==> config.mk <==
export PLATFORM = sky130hd
export DESIGN_NAME = itew_top
export DESIGN_NICKNAME = d
export VERILOG_FILES = /design/src/core/itew_pkg.sv /design/src/core/itew_top.sv /design/src/core/itew_tick_gen.sv
export SDC_FILE = /design/constraint.sdc
export NUM_CORES = 1
export LEC_CHECK = 0
export ABC_AREA = 1
export BUFFER_PORTS_ARGS = -buffer_cell sky130_fd_sc_hd__buf_2
export CORE_UTILIZATION = 45
export DETAILED_ROUTE_END_ITERATION = 12
export GPL_TIMING_DRIVEN = 1
export PLACE_DENSITY = 0.64
export SLEW_MARGIN = 20
export SYNTH_ARGS = -nofsm -noshare
export SYNTH_HDL_FRONTEND = slang
export SYNTH_SLANG_ARGS = --single-unit
==> constraint.sdc <==
create_clock -name i_clk -period 3 [get_ports i_clk]
set_input_delay 0.6 -clock i_clk [delete_from_list [all_inputs] [get_ports i_clk]]
set_output_delay 0.6 -clock i_clk [all_outputs]
set_load 0.01 [all_outputs]
==> src/core/itew_pkg.sv <==
// Purpose: Shared constants and types for the idle timer and event wakeup block
// Assumes: 100 MHz clock; config space reached as 32-bit accesses with byte enables
// Notes: Offsets are configuration-space byte addresses
package itew_pkg;
    localparam logic [7:0] ITEW_OFS_EVENT_EN = 8'ha4;
    localparam logic [7:0] ITEW_OFS_TIMER_VAL = 8'ha8;
    localparam logic [7:0] ITEW_OFS_STATUS = 8'haa;
    localparam logic [7:0] ITEW_OFS_CONTROL = 8'ha0;
    localparam logic [31:0] ITEW_EVENT_EN_RESET = 32'h00000000;
    localparam logic [31:0] ITEW_EVENT_EN_MASK = 32'hf000fffb;
    localparam logic [7:0] ITEW_TIMER_VAL_RESET = 8'h0f;
    localparam logic [15:0] ITEW_STATUS_RESET = 16'h0000;
    localparam logic [15:0] ITEW_STATUS_MASK = 16'h003f;
    localparam logic [1:0] ITEW_GRAN_RESET = 2'b01;
    localparam int ITEW_BIT_MGMT = 31;
    localparam int ITEW_BIT_GLOBAL_INTR = 30;
    localparam int ITEW_BIT_NMI = 29;
    localparam int ITEW_BIT_EXT_INTC = 28;
    localparam int ITEW_BIT_EXPIRED = 5;
    localparam int ITEW_CTRL_GRAN_LSB = 3;
    localparam int ITEW_CLK_MHZ = 100;
    localparam int ITEW_TICK_MS_US = 1000;
    localparam int ITEW_TICK_MS_CYC = ITEW_TICK_MS_US * ITEW_CLK_MHZ;
    localparam int ITEW_TICK_MIN_S = 60;
    localparam longint ITEW_TICK_MIN_CYC = 64'd60 * 64'd1000000 * ITEW_CLK_MHZ;
    typedef enum logic [1:0] {
        ITEW_GRAN_MINUTE = 2'b00,
        ITEW_GRAN_OFF = 2'b01,
        ITEW_GRAN_CLOCK = 2'b10,
        ITEW_GRAN_MSEC = 2'b11
    } itew_gran_e;
    typedef struct packed {
        logic wr;
        logic rd;
        logic [7:0] addr;
        logic [3:0] be;
        logic [31:0] wdata;
    } itew_cfg_req_s;
    typedef struct packed {
        logic [15:0] irq;
        logic intr;
        logic nmi;
        logic ext_intc;
    } itew_events_s;
endpackage

==> src/core/itew_top.sv <==
// Purpose: Idle countdown timer with system and break event logic
// Assumes: Inputs synchronous to i_clk; config bus is a simple strobe port
// Notes: Granularity field lives in a small control register of this block
// What this block does
// - Event enable register clears to zero
// - Enabled system event reloads idle timer
// - Enabled break event releases stop clock
// - Bit 31 makes mgmt interrupt both events
// - Bit 30 makes any interrupt break
// - Bit 29 makes NMI both events
// - Bit 28 external controller break only
// - IRQ bits 15:3,1:0 both events; others reserved
// - Timer register holds count minus one
// - System event loads X plus one
// - At zero: interrupt and reload X+1
// - Expiry issues a special cycle pulse
// - Counts only when enabled, tick per field
// - Timer read returns last written value
// - Status bits for enabled IRQs 1,3,4,8,12 and expiry
// - Field selects minute, off, clock, millisecond
// - Hardware set beats software clear
// - Restart next clock; set expired status
`timescale 1ns/100ps
module itew_top #(
    parameter longint TICK_MS_CYC = itew_pkg::ITEW_TICK_MS_CYC,
    parameter longint TICK_MIN_CYC = itew_pkg::ITEW_TICK_MIN_CYC
) (
    input wire logic i_clk,
    input wire logic i_reset,
    input wire itew_pkg::itew_cfg_req_s i_cfg,
    input wire itew_pkg::itew_events_s i_events,
    input wire logic i_stop_clock_req,
    output logic [31:0] o_cfg_rdata,
    output logic o_cfg_ack,
    output logic o_stop_clock_n,
    output logic o_mgmt_interrupt_n,
    output logic o_mgmt_special_cycle
);
    import itew_pkg::*;

    logic [31:0] event_enable_reg;
    logic [7:0] idle_timer_value_reg;
    logic [15:0] interrupt_request_status_reg;
    logic [15:0] status_next;
    logic [31:0] status_merged;
    itew_gran_e idle_timer_granularity_reg;
    logic [8:0] counter_reg;
    itew_events_s events_prev_reg;
    logic tick;
    logic [15:0] irq_rise;
    logic intr_rise;
    logic nmi_rise;
    logic ext_rise;
    logic expire;
    logic system_event;
    logic break_event;
    logic [15:0] status_set;
    logic wr_event_en;
    logic wr_timer;
    logic wr_status;
    logic wr_ctrl;

    function automatic logic [31:0] merge_bytes(input logic [31:0] old_v,
                                                input logic [31:0] new_v,
                                                input logic [3:0] be);
        logic [31:0] r;
        r = old_v;
        for (int i = 0; i < 4; i++) begin
            if (be[i]) begin
                r[i*8 +: 8] = new_v[i*8 +: 8];
            end
        end
        return r;
    endfunction

    itew_tick_gen #(
        .TICK_MS_CYC(TICK_MS_CYC),
        .TICK_MIN_CYC(TICK_MIN_CYC)
    ) u_tick (
        .i_clk(i_clk),
        .i_reset(i_reset),
        .i_gran(idle_timer_granularity_reg),
        .o_tick(tick)
    );

    // Address decode
    always_comb begin
        wr_event_en = 1'b0;
        wr_timer = 1'b0;
        wr_status = 1'b0;
        wr_ctrl = 1'b0;
        if (i_cfg.addr == ITEW_OFS_EVENT_EN) begin
            wr_event_en = i_cfg.wr;
        end else if (i_cfg.addr == ITEW_OFS_TIMER_VAL) begin
            wr_timer = i_cfg.wr && i_cfg.be[0];
        end else if (i_cfg.addr == ITEW_OFS_STATUS) begin
            wr_status = i_cfg.wr;
        end else if (i_cfg.addr == ITEW_OFS_CONTROL) begin
            wr_ctrl = i_cfg.wr && i_cfg.be[0];
        end
    end

    // Rising-edge detection of event inputs
    always_ff @(posedge i_clk) begin
        if (i_reset) begin
            events_prev_reg <= '0;
        end else begin
            events_prev_reg <= i_events;
        end
    end

    always_comb begin
        irq_rise = i_events.irq & ~events_prev_reg.irq;
        intr_rise = i_events.intr & ~events_prev_reg.intr;
        nmi_rise = i_events.nmi & ~events_prev_reg.nmi;
        ext_rise = i_events.ext_intc & ~events_prev_reg.ext_intc;
        expire = tick && counter_reg == 9'h0;
        // IRQ enables sit in bits 15:0, reserved bit 2 masked at write
        system_event = |(irq_rise & event_enable_reg[15:0])
            | (nmi_rise & event_enable_reg[ITEW_BIT_NMI])
            | (expire & event_enable_reg[ITEW_BIT_MGMT]);
        break_event = system_event
            | (intr_rise & event_enable_reg[ITEW_BIT_GLOBAL_INTR])
            | (ext_rise & event_enable_reg[ITEW_BIT_EXT_INTC]);
        status_set = 16'h0;
        status_set[ITEW_BIT_EXPIRED] = expire;
        // Low status bits mirror enabled IRQs 1,3,4,8,12
        status_set[0] = irq_rise[1] & event_enable_reg[1];
        status_set[1] = irq_rise[3] & event_enable_reg[3];
        status_set[2] = irq_rise[4] & event_enable_reg[4];
        status_set[3] = irq_rise[8] & event_enable_reg[8];
        status_set[4] = irq_rise[12] & event_enable_reg[12];
        status_merged = merge_bytes({16'h0, interrupt_request_status_reg},
                                    i_cfg.wdata, i_cfg.be);
        status_next = interrupt_request_status_reg;
        if (wr_status) begin
            status_next = status_merged[15:0] & ITEW_STATUS_MASK;
        end
        status_next = status_next | status_set;
    end

    always_ff @(posedge i_clk) begin
        if (i_reset) begin
            event_enable_reg <= ITEW_EVENT_EN_RESET;
        end else if (wr_event_en) begin
            event_enable_reg <= merge_bytes(event_enable_reg, i_cfg.wdata, i_cfg.be)
                                & ITEW_EVENT_EN_MASK;
        end
    end

    always_ff @(posedge i_clk) begin
        if (i_reset) begin
            idle_timer_value_reg <= ITEW_TIMER_VAL_RESET;
        end else if (wr_timer) begin
            idle_timer_value_reg <= i_cfg.wdata[7:0];
        end
    end

    always_ff @(posedge i_clk) begin
        if (i_reset) begin
            idle_timer_granularity_reg <= itew_gran_e'(ITEW_GRAN_RESET);
        end else if (wr_ctrl) begin
            idle_timer_granularity_reg <=
                itew_gran_e'(i_cfg.wdata[ITEW_CTRL_GRAN_LSB +: 2]);
        end
    end

    always_ff @(posedge i_clk) begin
        if (i_reset) begin
            interrupt_request_status_reg <= ITEW_STATUS_RESET;
        end else begin
            interrupt_request_status_reg <= status_next;
        end
    end

    // Idle countdown; holds X+1 so X gives X+2 ticks between expiries
    always_ff @(posedge i_clk) begin
        if (i_reset) begin
            counter_reg <= {1'b0, ITEW_TIMER_VAL_RESET} + 9'h1;
        end else if (wr_timer) begin
            counter_reg <= {1'b0, i_cfg.wdata[7:0]} + 9'h1;
        end else if (system_event || expire) begin
            counter_reg <= {1'b0, idle_timer_value_reg} + 9'h1;
        end else if (tick) begin
            counter_reg <= counter_reg - 9'h1;
        end
    end

    // Management interrupt from any status bit; special cycle on expiry
    always_ff @(posedge i_clk) begin
        if (i_reset) begin
            o_mgmt_interrupt_n <= 1'b1;
            o_mgmt_special_cycle <= 1'b0;
        end else begin
            o_mgmt_interrupt_n <= ~(|status_next);
            o_mgmt_special_cycle <= expire;
        end
    end

    // Stop clock: asserted on request, released by a break event
    always_ff @(posedge i_clk) begin
        if (i_reset) begin
            o_stop_clock_n <= 1'b1;
        end else if (break_event) begin
            o_stop_clock_n <= 1'b1;
        end else if (i_stop_clock_req) begin
            o_stop_clock_n <= 1'b0;
        end
    end

    // Register read, one cycle latency
    always_ff @(posedge i_clk) begin
        if (i_reset) begin
            o_cfg_rdata <= 32'h0;
            o_cfg_ack <= 1'b0;
        end else begin
            o_cfg_ack <= i_cfg.rd || i_cfg.wr;
            o_cfg_rdata <= 32'h0;
            if (i_cfg.rd) begin
                if (i_cfg.addr == ITEW_OFS_EVENT_EN) begin
                    o_cfg_rdata <= event_enable_reg;
                end else if (i_cfg.addr == ITEW_OFS_TIMER_VAL) begin
                    o_cfg_rdata <= {24'h0, idle_timer_value_reg};
                end else if (i_cfg.addr == ITEW_OFS_STATUS) begin
                    o_cfg_rdata <= {16'h0, interrupt_request_status_reg};
                end else if (i_cfg.addr == ITEW_OFS_CONTROL) begin
                    o_cfg_rdata <= {27'h0, idle_timer_granularity_reg, 3'h0};
                end
            end
        end
    end
endmodule

==> src/core/itew_tick_gen.sv <==
// Purpose: Tick generator for idle timer granularity
// Assumes: Granularity field held stable while running
// Notes: Minute and millisecond counts are parameters for shortened runs
`timescale 1ns/100ps
module itew_tick_gen #(
    parameter longint TICK_MS_CYC = 100000,
    parameter longint TICK_MIN_CYC = 64'd6000000000
) (
    input wire logic i_clk,
    input wire logic i_reset,
    input wire itew_pkg::itew_gran_e i_gran,
    output logic o_tick
);
    import itew_pkg::*;
    logic [39:0] count_reg;
    logic [39:0] limit;

    always_comb begin
        limit = 40'h1;
        if (i_gran == ITEW_GRAN_MINUTE) begin
            limit = TICK_MIN_CYC[39:0];
        end else if (i_gran == ITEW_GRAN_MSEC) begin
            limit = TICK_MS_CYC[39:0];
        end
    end

    always_ff @(posedge i_clk) begin
        if (i_reset || i_gran == ITEW_GRAN_OFF) begin
            count_reg <= 40'h0;
            o_tick <= 1'b0;
        end else if (count_reg + 40'h1 >= limit) begin
            count_reg <= 40'h0;
            o_tick <= 1'b1;
        end else begin
            count_reg <= count_reg + 40'h1;
            o_tick <= 1'b0;
        end
    end
endmodule

---- Word level (Yosys, flattened, before mapping) ----
Cells that the tools add are included.
cells by class
  add/subtract/negate cells ............... 4
  multipliers ............................. 0
  div/mod/pow operators ................... 0
  order comparisons ....................... 1
  eq/ne operators ......................... 6
  shift operators ......................... 0
  muxes and demuxes ....................... 22
  bitwise operators ....................... 25
  reduce and logical (&&, ||, !) cells .... 18
operator list
  kind                     count
  $mux W16                 3
  $add A40 B1 Y40 const B  1
  $ge A40 B40 Y1           1
  $mux W40                 1
  $and A16 B16 Y16         2
  $eq A8 B8 Y1 const B     4
  $mux W32                 1
  $reduce_or A16 Y1        2
  $mux W9                  3
  $add A8 B1 Y9 const B    2
  $mux W17                 1
  $not A16 Y16             1
  $or A16 B6 Y16           1
  $and A1 B1 Y1            12
  $mux W1                  11
  $logic_not A9 Y1         1
  $sub A9 B1 Y9 const B    1
  $mux W6                  1
  $reduce_and A2 Y1        3
  $reduce_or A2 Y1         3
  $mux W5                  1
  $not A1 Y1               5
  $reduce_or A5 Y1         1
  $or A1 B1 Y1             4
  7 further kinds          10
storage, ports and cells
  bits in registers ....................... 150
  bits in latches ......................... 0
  bits in writable memories ............... 0
  memory bits (read-only) ................. 0
  output and inout port bits .............. 36
  word-level logic and storage cells ...... 96
  memories ................................ 0

---- Depth between registers and ports, before layout ----
Gate-level depths: netlist (run 1).
  depth in word-level cells ............... 9
  mapped depth ............................ 20
  mapped depth without buffers ............ 19

---- Hierarchy ----
A second synthesis (run 1) with hierarchy kept.
unflattened totals
  cell total of the unflattened synthesis .. 1122
  area, all modules ....................... 7523.5 um2
by module, submodules not included
  module         instances  cells each  area an instance (um2)  sequential area each (um2)
  itew_top       1          646         4485.6                  1921.8
  itew_tick_gen  1          476         3037.9                  820.8

---- Worst setup path before layout (run 1) ----
Ideal clock, no wire load.
  path kind ............................... register to register
  start point ............................. reg u_tick.count_reg[0]
  end point ............................... reg u_tick.count_reg[5]
  library setup time ...................... 0.062 ns
  arrival time ............................ 2.713 ns
  required time ........................... 2.938 ns
  setup slack ............................. 0.224 ns
  cell stages (with the launch flop) ...... 20
  buffers on the path ..................... 1
  period minus slack after synthesis ...... 2.776 ns
  cells stage by stage .................... dfxtp_1 ha_1 nand2_1 nor2_4 nand3_4 xor2_1 inv_1 ha_1 nand2_1 inv_1 a221oi_1 nand2_1 nand2_1 nand3_1 nand2_1 nand3_1 nand2_1 nand3_4 buf_12 nor2_4
on the way
  cells in the longest elaborated chain, start to end .. 3
RTL lines
  what                               RTL line                                  text
  from (decl)                        itew_tick_gen.sv:15                       logic [39:0] count_reg;
  from (signal assigned)             itew_tick_gen.sv:35                       count_reg <= count_reg + 40'h1;
  $add A40 B1 Y40 (*)                itew_tick_gen.sv:31, itew_tick_gen.sv:35
  $ge A40 B40 Y1                     itew_tick_gen.sv:31                       end else if (count_reg + 40'h1 >= limit) begin
  $reduce_or A2 Y1 (no source line)  -
Every way passes the cells marked *; elsewhere a longest branch is shown, timed or not.
A chain may end at the register's enable or synchronous reset.

---- Final worst setup path (run 1) ----
  start point ............................. reg u_tick.count_reg[0]
  end point ............................... reg u_tick.count_reg[18]
The elaborated chain is that of the path after synthesis.

==> results of run 1 <==
[synthesized netlist by cell type (13+ instances only)]
| library cell | instances |
|---|---|
| dfxtp_1 | 137 |
| nand2_1 | 218 |
| nor2_4 | 38 |
| a21oi_1 | 49 |
| nand3_1 | 66 |
| nor3_1 | 24 |
| clkbuf_1 | 13 |
| o21ai_0 | 46 |
| xor2_1 | 14 |
| nand4_1 | 17 |
| nor2_1 | 118 |
| inv_1 | 166 |
| ha_1 | 24 |
[metal layers]
| metal | share of wire (%) | vias up | GRT usage [%] |
|---|---|---|---|
| met5 | 0 | - | 0 |
| met4 | 1.9 | 0 | 7.71 |
| met3 | 4.5 | 28 | 5.05 |
| met2 | 49 | 167 | 39.3 |
| met1 | 45 | 3099 | 28.6 |
| li1 | - | 3553 | - |
[final cells by class]
| cell class | count | area (um2) |
|---|---|---|
| inverters | 174 | 656 |
| clock inverters | 14 | 173 |
| fillers | 1484 | 6780 |
| clock buffers | 18 | 439 |
| flip-flops and latches | 137 | 2770 |
| repair buffers | 119 | 790 |
| well taps | 216 | 270 |
| multi-input cells | 724 | 4180 |
[metrics by stage]
stage	cells	setup TNS (ns)	area, um2	util, %
finish	1402	0	9280	57.8
global route	1402	-4.22	9280	57.8
CTS	1386	0	8860	55.2
detailed placement	1354	-0.000102	8240	51.3
global placement	1354	0	8240	51.3
floorplan	1065	0	7560	-
[power by group through the flow]
stage          Sequential (uW)  Clock, uW  Combinational (uW)
5_1_grt                   1850       2270                 163
3_5_place_dp              1890          0                 142
2_1_floorplan             1890          0                87.1
6_report                  1850       2160                 144
4_1_cts                   1850       2200                 143
3_3_place_gp              1890          0                 140
[final timing paths]
kind | from | endpoint | slack [ns] | cells after the start
max | u_tick.count_reg[0] | u_tick.count_reg[18] | 0.02 | 20
max reg2reg | u_tick.count_reg[0] | u_tick.count_reg[18] | 0.02 | 20
min | i_stop_clock_req | o_stop_clock_n | 0.34 | 2
min reg2reg | event_enable_reg[30] | o_cfg_rdata[30] | 0.46 | 2
[kinds of logic (layout without fill, tap and decap cells)]
family | after synthesis | count (layout) | synth area share [%]
buffers and inverters | 204 | 325 | 11.5
other | 1 | 19 | 0.0501
AND/OR/NAND/NOR | 530 | 530 | 35.3
adder cells (fa/ha/maj) | 24 | 24 | 4.01
flip-flops | 137 | 137 | 36.6
XOR/XNOR | 26 | 26 | 3.04
AO/OA/AOI/OAI | 125 | 125 | 9.46
[layout by cell type (no fill, tap or decap), types with 24 or more instances in the layout]
cell type  Yosys  routed
nand2_1      218     204
inv_1        166     162
dfxtp_1      137     122
nor2_1       118     110
buf_2          0      77
nand3_1       66      63
a21oi_1       49      47
o21ai_0       46      46
nor2_4        38      41
buf_4         12      35
nand2_2       12      24
[critical path: stages, from the launching register on]
cell and delay [ns]:
dfxtp_4 0.36, buf_6 0.11, nand2_2 0.08, nor2_8 0.18
nand2_8 0.09, nor2_4 0.18, xnor2_4 0.16, inv_2 0.07
ha_4 0.24, nand2_1 0.06, inv_1 0.06, a221oi_2 0.23
nand2_1 0.10, nand2_1 0.10, nand3_1 0.08, nand2_1 0.09
nand3_2 0.08, nand2_2 0.11, nand3_4 0.20, buf_12 0.23
nor2_4 0.07
[timing repair]
action                     in CTS  in global routing
pin swaps                       0                 24
buffers inserted                0                 14
resized for setup               1                 71
setup endpoints to repair      31                 33
gates cloned                    0                  2
hold buffers                    0                  0
==> results.yml, run 1 <==
pwr:
  power_leakage_uw: 0.00411
  switching_share_pct: 25.2
  power_uw: 4150
  seqPwrFrac_pct: 44.5
  p_comb_share_pct: 3.5
  p_clk_share_pct: 52.0
  power.switching_uw: 1040
  ir_drop_mv: 0.391
  intPower_uw: 3110
  power.density_nw_per_um2: 448
placed_design:
  port_buffers: 77
  pre_cts_slack_ns: -0.000102
  hpwl_um: 14000
  place.gp.congestion: 0.908
floorplanning:
  start_util_pct: 46.6
  die_height_um: 131
  ios: 104
  core_area_um2: 16100
  rows: 46
  die_area_um2: 17200
  die_w_um: 131
sta:
  fmax_mhz: 336
  fin_crit_sh_pct: 99.3
  rsz0062_at_grt: "yes"
  finalHoldViolations: 0
  timing.final.crit_period_ns: 2.98
  setup_viol: 0
  whs_ns: 0.340
  worst_slew_pin_slew_ns: 0.827
  worst_slack_ns: 0.0211
  skew_ns: 0.0106
  slew_violations: 0
  maxSlewHeadroom_pct: 44.8
synth:
  synth-edff-count: 0
  synth_ff_type: "dfxtp_1"
  synth_top_area_share_pct: 36.6
  yosysSeqAreaShare_pct: 36.6
  synth.area.top_cells: "dfxtp_1 37%, nand2_1 11%, inv_1 8.3%"
  ys_ff_latch: 137
  ys_types: 42
  syn_avg_cell_area_um2: 7.15
  netlist_area_um2: 7490
  ys_warn_count: 0
  async_flop_share_pct: 0
  synthCells: 1047
  yosysTopAreaCell: "dfxtp_1"
global_routing:
  grtUsageTotal_pct: 23.0
  grt_pass1_vias: 6230
  grt_max_degree: 44
  overflow: 0
  grt_pass1_wl_um: 30000
  antenna_found_initial: 0
run:
  drv_cap: 0
worst_setup_path:
  arrival_ns: 3.34
  crit_required_ns: 3.36
  cp-start-kind: "flip-flop"
  path_class: "flip-flop to flip-flop"
  endpoint_kind: "flip-flop"
  crit_fanout: 8
detailed_routing:
  drt-total-wl_um: 19300
  drt_iter0_markers: 430
  wl_per_cell_um: 13.8
  drc: 0
  dr.pass1.iters: 5
  post_drt_via_cell_ratio: 4.88
  vias: 6847
  drtAntennaViolNets: 0
clocking:
  clockRootBuffer: "clkbuf_16"
  clk-insertion-delay-late_ns: 0.43
  cts_max_level: 4
  cts_tree: "built"
  clkTransAtPathRegs_ns: 0.07
  cts_buffers: 17
  clock_sinks: 137
  cts_buffer_depth: 2
final_layout:
  fin_nets: 1265
  largest_reg_flops: 40
  layout-drive-gt1-share_pct: 24.3
  areaGrowthSynthToFinish_pct: 23.8
  diodes: 0
hold_path:
  min_path_type: "input port to flip-flop"
run_status:
  status: "finished, final reports clean"
(Power assumes the default switching activity.)
==> run 2, diff against run 1 <==
--- a/config.mk
+++ b/config.mk
@@ -7,6 +7,7 @@
 export LEC_CHECK = 0
 export ABC_AREA = 1
 export BUFFER_PORTS_ARGS = -buffer_cell sky130_fd_sc_hd__buf_2
+export CORE_ASPECT_RATIO = 1.4
 export CORE_UTILIZATION = 45
 export DETAILED_ROUTE_END_ITERATION = 12
 export GPL_TIMING_DRIVEN = 1
==> run 2 against run 1 <==
Sequential share of layout area is 0.44 points higher. Total power shrank 4.4%. Non-clock buffer count is 3 lower. Design area fell by 1.7%. Wire length grew 0.92%. Hold slack improved by 0.010 ns. Sequential power about the same. First-iteration DRC count is 29% lower. Setup slack improved by 0.13 ns. Count of clock-buffer cells in the layout down 1. Global-route usage is 0.32 points higher. Clock skew decreased by 0.0018 ns. Critical path type unchanged.
==> results.yml, run 2 (synthesis gave the netlist of run 1 again) <==
worst_setup_path:
  rr_endpoint: "u_tick.count_reg[19]"
  rr_startpoint: "u_tick.count_reg[6]"
  arrival_ns: 3.22
  r2r_slack_ns: 0.15
  r2r_cells: 16
  crit_required_ns: 3.36
  path_class: "flip-flop to flip-flop"
  endpoint_kind: "flip-flop"
  cp-start-kind: "flip-flop"
  crit_fanout: 7
final_layout:
  final_cell_mix: "211 x nand2_1, 163 x inv_1, 127 x dfxtp_1"
  final_common_cell: "nand2_1"
  largest_reg_flops: 40
  fin_cells: 1382
  diodes: 0
  fin_nets: 1262
  layout-drive-gt1-share_pct: 22.7
  areaGrowthSynthToFinish_pct: 21.8
clocking:
  cts_buffers: 17
  clockRootBuffer: "clkbuf_16"
  cts_tree: "built"
  clk-insertion-delay-late_ns: 0.42
  clkTransAtPathRegs_ns: 0.07
  ctsHoldBuffers: 0
  cts_max_level: 4
  cts_buffer_depth: 2
  clock_sinks: 137
detailed_routing:
  wl_per_cell_um: 14.1
  post_drt_via_cell_ratio: 4.91
  drt_iter0_markers: 305
  drtAntennaViolNets: 0
  vias: 6790
  drt-total-wl_um: 19500
  drc: 0
  dr.pass1.iters: 5
global_routing:
  grt_pass1_wl_um: 31700
  grt_max_degree: 32
  overflow: 0
  grt_pass1_vias: 6768
  grtUsageTotal_pct: 23.3
  antenna_found_initial: 1
placed_design:
  place.gp.congestion: 0.917
  hpwl_um: 14700
  port_buffers: 77
  pre_cts_slack_ns: 0.0150
  dp_cells: 1337
floorplanning:
  die_w_um: 111
  ios: 104
  die_height_um: 155
  core_area_um2: 16200
  start_util_pct: 46.1
  rows: 55
  die_area_um2: 17200
sta:
  worst_slack_ns: 0.147
  timing.final.crit_period_ns: 2.85
  slew_violations: 0
  fin_crit_sh_pct: 95.1
  fmax_mhz: 351
  finalHoldViolations: 0
  maxSlewHeadroom_pct: 43.0
  skew_ns: 0.00886
  setup_viol: 0
  whs_ns: 0.350
  worst_slew_pin_slew_ns: 0.854
pwr:
  power.density_nw_per_um2: 436
  power_uw: 3970
  ir_drop_mv: 0.354
  power_leakage_uw: 0.00403
run:
  drv_cap: 0
hold_path:
  worstHoldPathCells: 2
  holdPathEnd: "o_stop_clock_n"
  min_path_type: "input port to flip-flop"
  hp-start: "i_stop_clock_req"
run_status:
  status: "finished, final reports clean"
[run 2: timing repair]
action / in CTS / in global routing
buffers inserted: 0 / 11
gates resized for setup: 2 / 52
gates cloned: 0 / 2
endpoints found under the setup margin: 2 / 33
pin swaps: 0 / 22
[run 2: how the worst max path moves through the flow]
| stage | startpoint | endpoint | slack, ns | cells past startpoint |
|---|---|---|---|---|
| floorplan | u_tick.count_reg[0] | u_tick.count_reg[5] | 0.22 | 19 |
| global placement | u_tick.count_reg[1] | u_tick.count_reg[31] | 0.04 | 17 |
| detailed placement | u_tick.count_reg[1] | u_tick.count_reg[31] | 0.02 | 18 |
| CTS | u_tick.count_reg[1] | u_tick.count_reg[31] | 0.04 | 17 |
| global route | u_tick.count_reg[16] | u_tick.count_reg[28] | -0.04 | 18 |
| finish | u_tick.count_reg[6] | u_tick.count_reg[19] | 0.15 | 16 |
[run 2: worst max-delay path: stages (launching register included)]
cell       delay [ns]
dfxtp_1          0.38
nand2_1          0.13
nor2_2           0.15
nand2_1          0.11
nor2_4           0.14
nand2_2          0.10
nor3_2           0.14
xor2_1           0.20
ha_1             0.27
a21oi_1          0.15
nand2_1          0.07
a21oi_1          0.17
nand2_2          0.11
a21oi_4          0.19
nand3_4          0.18
clkbuf_16        0.24
nor2_4           0.07
[run 2: cell type report]
class                           count  area (um2)
Fill cell                        1591        7120
Multi-Input combinational cell    724        4140
Sequential cell                   137        2760
Timing Repair Buffer              116         758
Inverter                          174         653
Clock buffer                       17         425
Tap cell                          199         249
Clock inverter                     15         133
[run 2: where the power goes]
group          internal [uW]  switching [uW]  total (uW)  leakage [uW]
combinational           52.4            89.0         141       0.00265
clock                   1090             896        1980      0.000268
sequential              1840            11.0        1850       0.00112
[run 2: per-stage QoR]
| step | area, um2 | utilization, % | TNS (ns) |
|---|---|---|---|
| 6_report | 9120 | 56.2 | 0 |
| 5_1_grt | 9120 | 56.2 | -0.537 |
| 4_1_cts | 8770 | 54.0 | 0 |
| 3_5_place_dp | 8210 | 50.5 | 0 |
| 3_3_place_gp | 8210 | 50.5 | 0 |
| 2_1_floorplan | 7560 | - | 0 |
[run 2: layer usage]
layer	share of wire [%]	up-vias	track usage [%]
met1	38	3050	23.9
met5	0	-	0
met2	54	157	44.0
met4	4.0	0	13.1
met3	4.0	43	4.74
li1	-	3540	-
